===== src/shared/xpc_regs.vh =====
`ifndef XPC_REGS_VH
`define XPC_REGS_VH
// pin field layout
`define XPC_ADDR_W 7
`define XPC_DATA_W 6
`define XPC_BANK_BIT 6
`define XPC_BANK_CONN 1'b0
`define XPC_BANK_CURR 1'b1
`define XPC_NUM_OUTPUTS 34
`define XPC_BROADCAST 6'h3F
`define XPC_DISABLE_CODE 6'h3F
`define XPC_CURR_RESET 4'h7
// timing, ns and clock period ps
`define XPC_CLK_PS 5000
`define XPC_T_WP_NS 10
`define XPC_T_UW_NS 10
`define XPC_T_TW_NS 10
`define XPC_T_RDE_NS 30
`define XPC_T_RHA_NS 5
`define XPC_SYNC_CYC 2
`define XPC_WP_CYC ((`XPC_T_WP_NS * 1000 + `XPC_CLK_PS - 1) / `XPC_CLK_PS)
`define XPC_UW_CYC ((`XPC_T_UW_NS * 1000 + `XPC_CLK_PS - 1) / `XPC_CLK_PS)
`define XPC_TW_CYC ((`XPC_T_TW_NS * 1000 + `XPC_CLK_PS - 1) / `XPC_CLK_PS)
`define XPC_RDE_CYC ((`XPC_T_RDE_NS * 1000 + `XPC_CLK_PS - 1) / `XPC_CLK_PS)
`define XPC_RHA_CYC ((`XPC_T_RHA_NS * 1000 + `XPC_CLK_PS - 1) / `XPC_CLK_PS)
// command codes
`define XPC_CMD_WRITE 3'h0
`define XPC_CMD_UPDATE 3'h1
`define XPC_CMD_READ 3'h2
`define XPC_CMD_RESET 3'h3
`define XPC_CMD_TRANSP 3'h4
`endif


===== src/xpc_host.v =====
// Function
// device reset low disables outputs, sets currents to code 0111
// chip select high makes device ignore strobes and float data
// chip select and write low, read high, stores data into first rank
// chip select and read low, device drives second rank onto data
// chip select and update low copies all first rank to second rank
// write plus update low gives transparent programming, gated by read strobe
// controller holds update low at least 10 ns per pulse
// controller holds reset low at least 10 ns per pulse
// device has 34 rows of two-rank 6-bit latches
// connection word picks input; separate word holds output current
// controller may preload several outputs before one update
// matrix follows only second rank, unchanged by first-rank writes
// all controls except reset gated by chip select
// releasing chip select keeps matrix and all latch contents
// controls are level sensitive, function lasts while held
// address bit six picks bank; low six bits pick output, 63 broadcasts
// data 63 in connection bank disables the addressed output
// current code in low four bits, upper two ignored
// read strobe has priority over write strobe
// writes to reserved outputs 34 to 62 change nothing
// controller floats data bus before read strobe until readback ends
`include "xpc_regs.vh"
module xpc_host (
    input wire clock,
    input wire rst_n,
    input wire cmd_valid,
    output wire cmd_ready,
    input wire [2:0] cmd_op,
    input wire cmd_bank,
    input wire [5:0] cmd_out,
    input wire [5:0] cmd_data,
    output reg [5:0] rd_data_ff,
    output reg rd_valid_ff,
    output reg cmd_error_ff,
    output reg dev_reset_n_ff,
    output reg chip_sel_n_ff,
    output reg write_n_ff,
    output reg second_rank_read_n_ff,
    output reg rank_transfer_n_ff,
    output reg [6:0] ctrl_addr_ff,
    output reg [5:0] ctrl_data_o_ff,
    output reg ctrl_data_oe_n_ff,
    input wire [5:0] ctrl_data_i
);
    localparam S_IDLE = 6'h01;
    localparam S_SETUP = 6'h02;
    localparam S_PULSE = 6'h04;
    localparam S_HOLD = 6'h08;
    localparam S_RDWAIT = 6'h10;
    localparam S_RDEND = 6'h20;
    // pulse counts rounded up to whole clocks
    localparam integer WP_I = `XPC_WP_CYC;
    localparam integer UW_I = `XPC_UW_CYC;
    localparam integer TW_I = `XPC_TW_CYC;
    localparam integer RD_I = `XPC_RDE_CYC + `XPC_SYNC_CYC;
    localparam integer RHA_I = `XPC_RHA_CYC;
    localparam [3:0] WP_CYC = WP_I[3:0];
    localparam [3:0] UW_CYC = UW_I[3:0];
    localparam [3:0] TW_CYC = TW_I[3:0];
    localparam [3:0] RD_CYC = RD_I[3:0];
    localparam [3:0] RHA_CYC = RHA_I[3:0];
    reg [5:0] state_ff;
    reg [5:0] nxt_state;
    reg [3:0] cnt_ff;
    reg [3:0] nxt_cnt;
    reg [2:0] op_ff;
    reg [5:0] din_meta_ff;
    reg [5:0] din_sync_ff;
    reg bad_addr;
    reg refuse;
    reg take;
    reg [3:0] pulse_len;
    // pin input synchroniser
    always @(posedge clock or negedge rst_n) begin
        if (!rst_n) begin
            din_meta_ff <= 6'h00;
            din_sync_ff <= 6'h00;
        end else begin
            din_meta_ff <= ctrl_data_i;
            din_sync_ff <= din_meta_ff;
        end
    end
    assign cmd_ready = (state_ff == S_IDLE);
    // command decode and refusal
    always @* begin
        bad_addr = (cmd_out >= `XPC_NUM_OUTPUTS) && (cmd_out != `XPC_BROADCAST);
        refuse = bad_addr && (cmd_op != `XPC_CMD_UPDATE) && (cmd_op != `XPC_CMD_RESET);
        take = cmd_valid && !refuse;
    end
    // strobe width per command
    always @* begin
        case (op_ff)
            `XPC_CMD_RESET: pulse_len = TW_CYC;
            `XPC_CMD_WRITE: pulse_len = WP_CYC;
            default: pulse_len = UW_CYC;
        endcase
    end
    // next state and counters
    always @* begin
        nxt_state = state_ff;
        nxt_cnt = cnt_ff;
        case (state_ff)
            S_IDLE: begin
                nxt_cnt = 4'h0;
                if (take) begin
                    nxt_state = S_SETUP;
                end
            end
            S_SETUP: begin
                nxt_cnt = 4'h0;
                if (op_ff == `XPC_CMD_READ) begin
                    nxt_state = S_RDWAIT;
                end else begin
                    nxt_state = S_PULSE;
                end
            end
            S_PULSE: begin
                nxt_cnt = cnt_ff + 4'h1;
                if (cnt_ff + 4'h1 >= pulse_len) begin
                    nxt_state = S_HOLD;
                    nxt_cnt = 4'h0;
                end
            end
            S_RDWAIT: begin
                nxt_cnt = cnt_ff + 4'h1;
                if (cnt_ff + 4'h1 >= RD_CYC) begin
                    nxt_state = S_RDEND;
                    nxt_cnt = 4'h0;
                end
            end
            // address and chip select stay past read strobe release
            S_RDEND: begin
                nxt_cnt = cnt_ff + 4'h1;
                if (cnt_ff + 4'h1 >= RHA_CYC) begin
                    nxt_state = S_HOLD;
                end
            end
            S_HOLD: begin
                nxt_cnt = 4'h0;
                nxt_state = S_IDLE;
            end
            default: nxt_state = S_IDLE;
        endcase
    end
    // registered pins and results
    always @(posedge clock or negedge rst_n) begin
        if (!rst_n) begin
            state_ff <= S_IDLE;
            cnt_ff <= 4'h0;
            op_ff <= `XPC_CMD_WRITE;
            rd_data_ff <= 6'h00;
            rd_valid_ff <= 1'b0;
            cmd_error_ff <= 1'b0;
            dev_reset_n_ff <= 1'b1;
            chip_sel_n_ff <= 1'b1;
            write_n_ff <= 1'b1;
            second_rank_read_n_ff <= 1'b1;
            rank_transfer_n_ff <= 1'b1;
            ctrl_addr_ff <= 7'h00;
            ctrl_data_o_ff <= 6'h00;
            ctrl_data_oe_n_ff <= 1'b1;
        end else begin
            state_ff <= nxt_state;
            cnt_ff <= nxt_cnt;
            rd_valid_ff <= 1'b0;
            cmd_error_ff <= 1'b0;
            case (state_ff)
                S_IDLE: begin
                    // refused commands leave every pin as it was
                    cmd_error_ff <= cmd_valid && refuse;
                    if (take) begin
                        op_ff <= cmd_op;
                        ctrl_addr_ff <= {cmd_bank, cmd_out};
                        if (cmd_bank == `XPC_BANK_CURR) begin
                            ctrl_data_o_ff <= {2'b00, cmd_data[3:0]};
                        end else begin
                            ctrl_data_o_ff <= cmd_data;
                        end
                        if (cmd_op != `XPC_CMD_RESET) begin
                            chip_sel_n_ff <= 1'b0;
                        end
                        ctrl_data_oe_n_ff <= !(cmd_op == `XPC_CMD_WRITE
                            || cmd_op == `XPC_CMD_TRANSP);
                    end
                end
                S_SETUP: begin
                    case (op_ff)
                        `XPC_CMD_WRITE: write_n_ff <= 1'b0;
                        `XPC_CMD_UPDATE: rank_transfer_n_ff <= 1'b0;
                        `XPC_CMD_RESET: dev_reset_n_ff <= 1'b0;
                        `XPC_CMD_TRANSP: begin
                            write_n_ff <= 1'b0;
                            rank_transfer_n_ff <= 1'b0;
                        end
                        `XPC_CMD_READ: second_rank_read_n_ff <= 1'b0;
                        default: chip_sel_n_ff <= 1'b1;
                    endcase
                end
                S_PULSE: begin
                    if (nxt_state == S_HOLD) begin
                        write_n_ff <= 1'b1;
                        rank_transfer_n_ff <= 1'b1;
                        dev_reset_n_ff <= 1'b1;
                    end
                end
                S_RDWAIT: begin
                    if (nxt_state == S_RDEND) begin
                        // sample after access time and synchroniser
                        rd_data_ff <= din_sync_ff;
                        rd_valid_ff <= 1'b1;
                        second_rank_read_n_ff <= 1'b1;
                    end
                end
                S_HOLD: begin
                    chip_sel_n_ff <= 1'b1;
                    ctrl_data_oe_n_ff <= 1'b1;
                end
                default: chip_sel_n_ff <= 1'b1;
            endcase
        end
    end
endmodule // xpc_host


===== config.mk =====
export PLATFORM = sky130hd
export DESIGN_NAME = xpc_host
export DESIGN_NICKNAME = d
export VERILOG_FILES = /design/src/xpc_host.v
export VERILOG_INCLUDE_DIRS = /design/src /design/src/shared
export SDC_FILE = /design/constraint.sdc
export NUM_CORES = 1
export LEC_CHECK = 0
export ABC_AREA = 0
export BUFFER_PORTS_ARGS = -buffer_cell sky130_fd_sc_hd__buf_4
export CAP_MARGIN = 20
export CORE_MARGIN = 5
export CORE_UTILIZATION = 53
export DETAILED_ROUTE_END_ITERATION = 12
export GPL_TIMING_DRIVEN = 0
export HOLD_SLACK_MARGIN = 0.06
export PLACE_DENSITY = 0.81
export SETUP_SLACK_MARGIN = 0.15
export SLEW_MARGIN = 20
export SYNTH_ARGS = -nofsm -noshare
export SYNTH_HDL_FRONTEND = slang
export SYNTH_SLANG_ARGS = --single-unit

===== constraint.sdc =====
create_clock -name clock -period 1.8 [get_ports clock]
set_input_delay 0.09 -clock clock [delete_from_list [all_inputs] [get_ports clock]]
set_output_delay 0.09 -clock clock [all_outputs]
set_load 0.005 [all_outputs]

==> reports/metrics.csv, run 1 <==
stage,metric,value,unit
run_status,outcome,"complete, no violations",
grt,via count of the first global-routing pass,1829,
worst_setup_path,CP Class,reg -> reg,
worst_setup_path,required arrival time at the worst endpoint,2.02,ns
floorplanning,Boundary Pins,53,
cells_and_area,total inserted antenna cells,0,
yosys,top post-synthesis cells by area,"sky130_fd_sc_hd__dfrtp_1 51%, sky130_fd_sc_hd__mux2_4 11%, sky130_fd_sc_hd__dfstp_2 8.3%",
worst_setup_path,"Cell Chain, Critical Path",buf_6 -> buf_4 -> xor2_1 -> o21ai_0 -> o21ai_0 -> a21oi_2 -> mux2_2,
placement,half-perimeter wire length after detailed placement,3130,um
cells_and_area,post-synthesis to final-layout area growth,44.4,%
yosys,netlist area before placement,2230,um2
yosys,sequential element share of the synthesized area,58.8,%
min_path,classification of the worst-slack hold path,in -> reg,
grt,global-route wire length before repair,8960,um
power,Peak supply drop,1.11,mV
yosys,"flops & latches, synth",52,
floorplanning,num rows,23,
drt,number of nets with antenna violations after routing,0,
grt,total congestion overflow after global routing,0,
drt,DR WL/cell,18.7,um
timing,setup-violating endpoint count in the final report,0,
yosys,fraction of synthesized cell area taken by the top area cell type,50.5,%
placement,RePlAce Congestion,0.775,
power,power density over cell area,1160,nW/um2
cells_and_area,"Net count, final",287,
clock_network,Clock Sinks,52,
worst_setup_path,CP max FO,5,
clock_network,clock root cell,sky130_fd_sc_hd__clkbuf_8,
power,total leakage power,0.00155,uW
cells_and_area,area taken by multi-input logic gates,926,um2
cells_and_area,Seq. cell area,1320,um2
placement,count of buffers inserted at the top-level ports,52,
power,Total Power Consumption,3740,uW
floorplanning,Std-Cell Core Area,4030,um2
worst_setup_path,category of the worst setup path launch point,register,
cells_and_area,post-route insts no fill,310,
clock_network,clock-pin slew on the worst setup and hold paths,0.11,ns
floorplanning,floorplan die area,5600,um2
yosys,synthesized area divided by synthesized cell count,13.8,um2
yosys,"EDFF count, synth",0,
timing,top achievable clock speed,571,MHz
yosys,dominant cell by count in the synthesized netlist,sky130_fd_sc_hd__dfrtp_1,
yosys,number of cells produced by synthesis,162,
yosys,async set or reset register ratio after synthesis,100,%
timing,Worst Slack Setup Final,0.0478,ns
timing,Clock Skews,0.0119,ns
yosys,top flip-flop cell by instance count after synthesis,sky130_fd_sc_hd__dfrtp_1,
yosys,library cell with the largest summed area after synthesis,sky130_fd_sc_hd__dfrtp_1,
drt,number of remaining DRC errors,0,
yosys,synth cell count leaders,"45 x sky130_fd_sc_hd__dfrtp_1, 16 x sky130_fd_sc_hd__mux2_4, 10 x sky130_fd_sc_hd__nand2_1",
placement,post-placement cell count,264,
cells_and_area,fraction of final layout cells sized beyond drive strength 1,49.2,%
timing,slew at the pin closest to its max-slew limit,0.634,ns
timing,hold violation total from the final report,0,
floorplanning,Initial Util,55.3,%
job,max_cap viols,0,
cells_and_area,Filler Cell Count,218,
floorplanning,DIE WIDTH,74.8,um
drt,aggregate routed wire length,5810,um
drt,vias,1692,
yosys,net count after synthesis,190,
timing,final slew viol count,0,
drt,detailed-router iteration count before antenna repair,4,
worst_setup_path,most common cell type on the critical path,sky130_fd_sc_hd__o21ai_0,
drt,starting DRC count in detailed routing,117,
timing,worst-case headroom to the max-slew limit,57.7,%
drt,routed vias/inst,5.46,
grt,total track usage,21.8,%
worst_setup_path,kind of capture point of the worst setup path,register,
placement,pre-CTS setup slack,-0.0887,ns
clock_network,"Clk Latency, worst-skew pair",0.32,ns
timing,shortest clock period the worst path allows after layout,1.75,ns
clock_network,maximum level of the CTS H-tree,2,
yosys,warnings from Yosys,0,
timing,unrepaired setup endpoints after global routing,yes,
worst_setup_path,WP data arrival,1.97,ns
timing,fraction of the cycle the final worst path needs,97.3,%
clock_network,Inserted Clock Buffers,5,
worst_setup_path,Critical Path Max Stage Delay,0.39,ns
grt,pin count of the biggest net entering global routing,53,
clock_network,maximum clock path buffer count,2,
worst_setup_path,highest-delay cell along the critical path,sky130_fd_sc_hd__dfrtp_1,
floorplanning,Chip Height,74.8,um
clock_network,clock tree from TritonCTS,built,
grt,antenna violations before repair,0,
yosys,number of different library cells in the post-synthesis netlist,41,
power by group:
part / internal [uW] / switching, uW / total (uW)
Sequential: 1440 / 222 / 1660
Clock: 293 / 432 / 725
Combinational: 849 / 507 / 1360
Total: 2580 / 1160 / 3740
cells in the final DEF, fill, tap and decap left out, drive strengths merged, types with 3 or more instances in the layout:
cell / n
a21oi: 6
and4b: 3
buf: 72
clkbuf: 5
dfrtp: 45
dfstp: 7
dlygate4sd3: 22
ha: 3
inv: 5
mux2: 23
nand2: 10
nand2b: 3
nand3: 4
nor2: 7
nor2b: 4
o21ai: 9
xor2: 4
state kept, by name (all words and copies together) (netlist names), 3 cells and up:
| signal | count |
|---|---|
| din_sync_ff | 6 |
| ctrl_data_o_ff | 6 |
| ctrl_addr_ff | 7 |
| op_ff | 3 |
| din_meta_ff | 6 |
| state_ff | 6 |
| cnt_ff | 4 |
| rd_data_ff | 6 |
area by class of cell:
| type | count | share of cell area [%] |
|---|---|---|
| Buffer | 4 | 1.79 |
| Clock buffer | 5 | 2.14 |
| Clock inverter | 3 | 1.05 |
| Inverter | 4 | 0.467 |
| Multi-Input combinational cell | 102 | 28.8 |
| Sequential cell | 52 | 40.9 |
| Tap cell | 50 | 1.94 |
| Timing Repair Buffer | 90 | 22.9 |
timing repair:
action / in CTS / in global routing
endpoints found under the hold margin: 68 / 0
buffers inserted: 6 / 9
hold buffers: 22 / 0
resized for setup: 11 / 16
pin swaps: 4 / 5
endpoints found under the setup margin: 27 / 30
cloned: 0 / 1
through the flow:
step | setup TNS, ns | hold WS [ns] | utilization, % | area [um2]
floorplan | 0 | -0.206 | - | 2230
global placement | -1.07 | 0.146 | 66.6 | 2680
detailed placement | -1.50 | 0.150 | 66.6 | 2680
CTS | 0 | 0.146 | 76.4 | 3080
global route | -0.728 | 0.155 | 79.8 | 3220
finish | 0 | 0.135 | 79.8 | 3220
worst paths after layout:
check | startpoint | endpoint | slack (ns) | cells after the start
max | state_ff[2] | cnt_ff[0] | 0.05 | 7
min | cmd_data[5] | ctrl_data_o_ff[5] | 0.14 | 3
max reg2reg | state_ff[2] | cnt_ff[0] | 0.05 | 7
min reg2reg | din_meta_ff[1] | din_sync_ff[1] | 0.36 | 0
max in group asynchronous | rst_n | state_ff[1] | 1.01 | 2
min in group asynchronous | rst_n | ctrl_addr_ff[4] | 0.32 | 2
worst max-delay path: cells and delay by family, from the launching register on:
kind                   cells  cell delay (ns)
AO/OA/AOI/OAI              3             0.46
XOR/XNOR                   1             0.24
buffers and inverters      2             0.28
flip-flops                 1             0.39
multiplexers               1             0.27
layer usage:
| layer | global-route usage (%) | vias up | part of all wire [%] |
|---|---|---|---|
| li1 | - | 771 | - |
| met1 | 25.7 | 850 | 40 |
| met2 | 37.9 | 60 | 52 |
| met3 | 6.28 | 11 | 6.4 |
| met4 | 7.91 | 0 | 1.9 |
| met5 | 0 | - | 0 |
cell families (layout without fill, tap and decap cells):
logic type	count (synthesis)	after routing	share of synthesized area, %
and+or+nand+nor	42	42	11.3
AOI/OAI and AO/OA	29	29	8.98
xor gates and xnor gates	5	5	1.97
adders and majority gates	3	3	1.68
muxes	23	23	14.3
buffers and inverters	8	106	2.98
DFF	52	52	58.8
Power figures use the tool's default switching activity.
==> inputs of run 2 (changes only) <==
CELL_PAD_IN_SITES_DETAIL_PLACEMENT = 1   (was default)
CELL_PAD_IN_SITES_GLOBAL_PLACEMENT = 1   (was default)
CORE_UTILIZATION = 42   (was 53)
PLACE_DENSITY = 0.8   (was 0.81)
==> run 2 against run 1 <==
  * Hold slack improved by 0.078 ns
  * Sequential share of layout area fell by 1.2 points
  * Critical path depth did not move
  * Non-clock buffer count rose by 5
  * Routed wire length rose by 49%
  * Combinational power rose by 14%
  * The flow now finishes with violations (negative setup slack)
  * First-iteration DRC count rose by 20%
==> reports/metrics.csv, run 2 (synthesized netlist as in run 1, its figures left out) <==
stage,metric,value,unit,change
run_status,outcome,"complete, but fails checks",,
run_status,violated checks,negative setup slack,,
drt,DR WL/cell,25.7,um,+37%
grt,total congestion overflow after global routing,0,,unchanged
worst_setup_path,reg2reg setup slack,-0.01,ns,-0.06 ns
floorplanning,DIE WIDTH,82.8,um,+11%
placement,RePlAce Congestion,0.811,,+4.6%
cells_and_area,"leading cell type in the layout, fill and taps excluded",sky130_fd_sc_hd__buf_4,,
cells_and_area,"Net count, final",292,,+1.7%
power,Peak supply drop,0.940,mV,-15%
worst_setup_path,required arrival time at the worst endpoint,1.99,ns,-0.03 ns
cells_and_area,fraction of final layout cells sized beyond drive strength 1,50.6,%,+1.3 points
timing,hold violation total from the final report,0,,unchanged
timing,shortest clock period the worst path allows after layout,1.81,ns,+0.0585 ns
drt,routed vias/inst,5.38,,-1.4%
worst_setup_path,Critical R2R Launch,state_ff[2],,
cells_and_area,Final Instance Area,3310,um2,+3.0%
worst_setup_path,CP Class,reg -> reg,,
min_path,classification of the worst-slack hold path,in -> reg,,
drt,number of nets with antenna violations after routing,0,,unchanged
timing,worst-case headroom to the max-slew limit,55.7,%,-2.0 points
floorplanning,Boundary Pins,53,,unchanged
worst_setup_path,worst reg-to-reg path cell count,7,,unchanged
drt,starting DRC count in detailed routing,140,,+20%
grt,global-route wire length before repair,11200,um,+26%
grt,total track usage,21.4,%,-0.43 points
floorplanning,Chip Height,82.8,um,+11%
floorplanning,Initial Util,43.4,%,-12 points
clock_network,maximum level of the CTS H-tree,2,,unchanged
drt,number of remaining DRC errors,0,,unchanged
worst_setup_path,"Cell Chain, Critical Path",buf_6 -> nor2_4 -> nand3b_1 -> nor3_4 -> and3_4 -> buf_8 -> mux2_4,,
worst_setup_path,category of the worst setup path launch point,register,,
clock_network,Inserted Clock Buffers,5,,unchanged
floorplanning,num rows,26,,+13%
clock_network,clock tree from TritonCTS,built,,
timing,Worst Slack Setup Final,-0.0107,ns,-0.0585 ns
timing,setup-violating endpoint count in the final report,7,,+7
timing,fraction of the cycle the final worst path needs,101,%,+3.3 points
cells_and_area,utilization after layout,64.4,%,-15 points
drt,vias,1808,,+6.9%
floorplanning,Std-Cell Core Area,5140,um2,+28%
worst_setup_path,CP max FO,7,,+2
cells_and_area,post-synthesis to final-layout area growth,48.6,%,
job,max_cap viols,0,,unchanged
timing,slew at the pin closest to its max-slew limit,0.664,ns,+0.0299 ns
clock_network,clock-pin slew on the worst setup and hold paths,0.11,ns,about the same
floorplanning,floorplan die area,6860,um2,+23%
timing,top achievable clock speed,552,MHz,-3.2%
power,power density over cell area,1200,nW/um2,+3.6%
drt,detailed-router iteration count before antenna repair,4,,unchanged
placement,pre-CTS setup slack,-0.148,ns,-0.0590 ns
placement,total cell area at the placement stage,2710,um2,+0.93%
clock_network,"Clk Latency, worst-skew pair",0.32,ns,about the same
worst_setup_path,launching element of the worst setup path,state_ff[2],,
timing,final slew viol count,0,,unchanged
power,Total Power Consumption,3990,uW,+6.7%
worst_setup_path,highest-delay cell along the critical path,sky130_fd_sc_hd__dfrtp_1,,
power,total leakage power,0.00157,uW,+1.6%
grt,antenna violations before repair,1,,+1
grt,via count of the first global-routing pass,2021,,+10%
clock_network,Clock Sinks,52,,unchanged
cells_and_area,most used cells in the layout excluding fill and tap cells,"68 x sky130_fd_sc_hd__buf_4, 41 x sky130_fd_sc_hd__dfrtp_1, 23 x sky130_fd_sc_hd__dlygate4sd3_1",,
worst_setup_path,kind of capture point of the worst setup path,register,,
worst_setup_path,Critical Path Max Stage Delay,0.40,ns,about the same
cells_and_area,register name with the most flops,ctrl_addr_ff,,
grt,pin count of the biggest net entering global routing,53,,unchanged
clock_network,maximum clock path buffer count,2,,unchanged
placement,count of buffers inserted at the top-level ports,52,,unchanged
timing,unrepaired setup endpoints after global routing,yes,,
worst_setup_path,end of the critical path,ctrl_addr_ff[0],,
placement,half-perimeter wire length after detailed placement,3580,um,+14%
worst_setup_path,WP data arrival,2.00,ns,+0.03 ns
cells_and_area,flip-flop count of the largest register after layout,7,,unchanged
clock_network,clock root cell,sky130_fd_sc_hd__clkbuf_8,,
timing,Clock Skews,0.0179,ns,+0.00601 ns
worst_setup_path,endpoint of the most critical register-to-register path,ctrl_addr_ff[0],,
drt,aggregate routed wire length,8630,um,+49%
timing,setup total negative slack,-0.0365,ns,-0.0365 ns
run 2: cell type report:
| cell class | instances | area (um2) |
|---|---|---|
| Clock inverter | 3 | 27.5 |
| Tap cell | 70 | 87.6 |
| Fill cell | 501 | 1830 |
| Antenna cell | 1 | 2.50 |
| Clock buffer | 5 | 68.8 |
| Inverter | 4 | 15.0 |
| Multi-Input combinational cell | 102 | 952 |
| Buffer | 4 | 57.6 |
| Timing Repair Buffer | 95 | 786 |
| Sequential cell | 52 | 1320 |
run 2: what timing repair did:
action                                  in CTS  in global routing
gates cloned                                 1                  0
setup buffers                               14                  5
pin swaps                                    6                  4
resized for setup                           16                 19
endpoints found under the setup margin      32                 32
hold buffers                                23                  0
hold endpoints to repair                    67                  0
run 2: metrics by stage:
stage | std cells | hold slack (ns)
final | 336 | 0.213
after global routing | 336 | 0.202
after CTS | 330 | 0.139
after detailed placement | 284 | 0.153
after global placement | 284 | 0.153
after floorplan | 162 | -0.206
run 2: worst min-delay path by stage:
stage	from	to	slack [ns]	cells after the start
5_1_grt	cmd_data[5]	ctrl_data_o_ff[5]	0.20	3
3_5_place_dp	rst_n	ctrl_addr_ff[0]	0.15	1
4_1_cts	cmd_data[4]	ctrl_data_o_ff[4]	0.14	3
2_1_floorplan	rst_n	cmd_error_ff	-0.21	0
3_3_place_gp	rst_n	ctrl_addr_ff[0]	0.15	1
6_report	cmd_data[5]	ctrl_data_o_ff[5]	0.21	3
run 2: per-layer routing:
layer	track usage, %	wire (um)	vias up
met5	0	0	-
met3	5.94	508	24
met2	38.8	4650	80
li1	-	-	782
met1	23.4	3190	922
met4	8.77	280	0
run 2: worst max-delay path, delay by kind of cell (launching register included):
kind | cells | cell delay [ns]
mux | 1 | 0.31
flops | 1 | 0.40
buf+inv | 2 | 0.27
simple gates | 4 | 0.71
run 2: where the power goes:
group / switching [uW] / internal [uW]
Clock: 449 / 287
Combinational: 641 / 904
Sequential: 272 / 1440
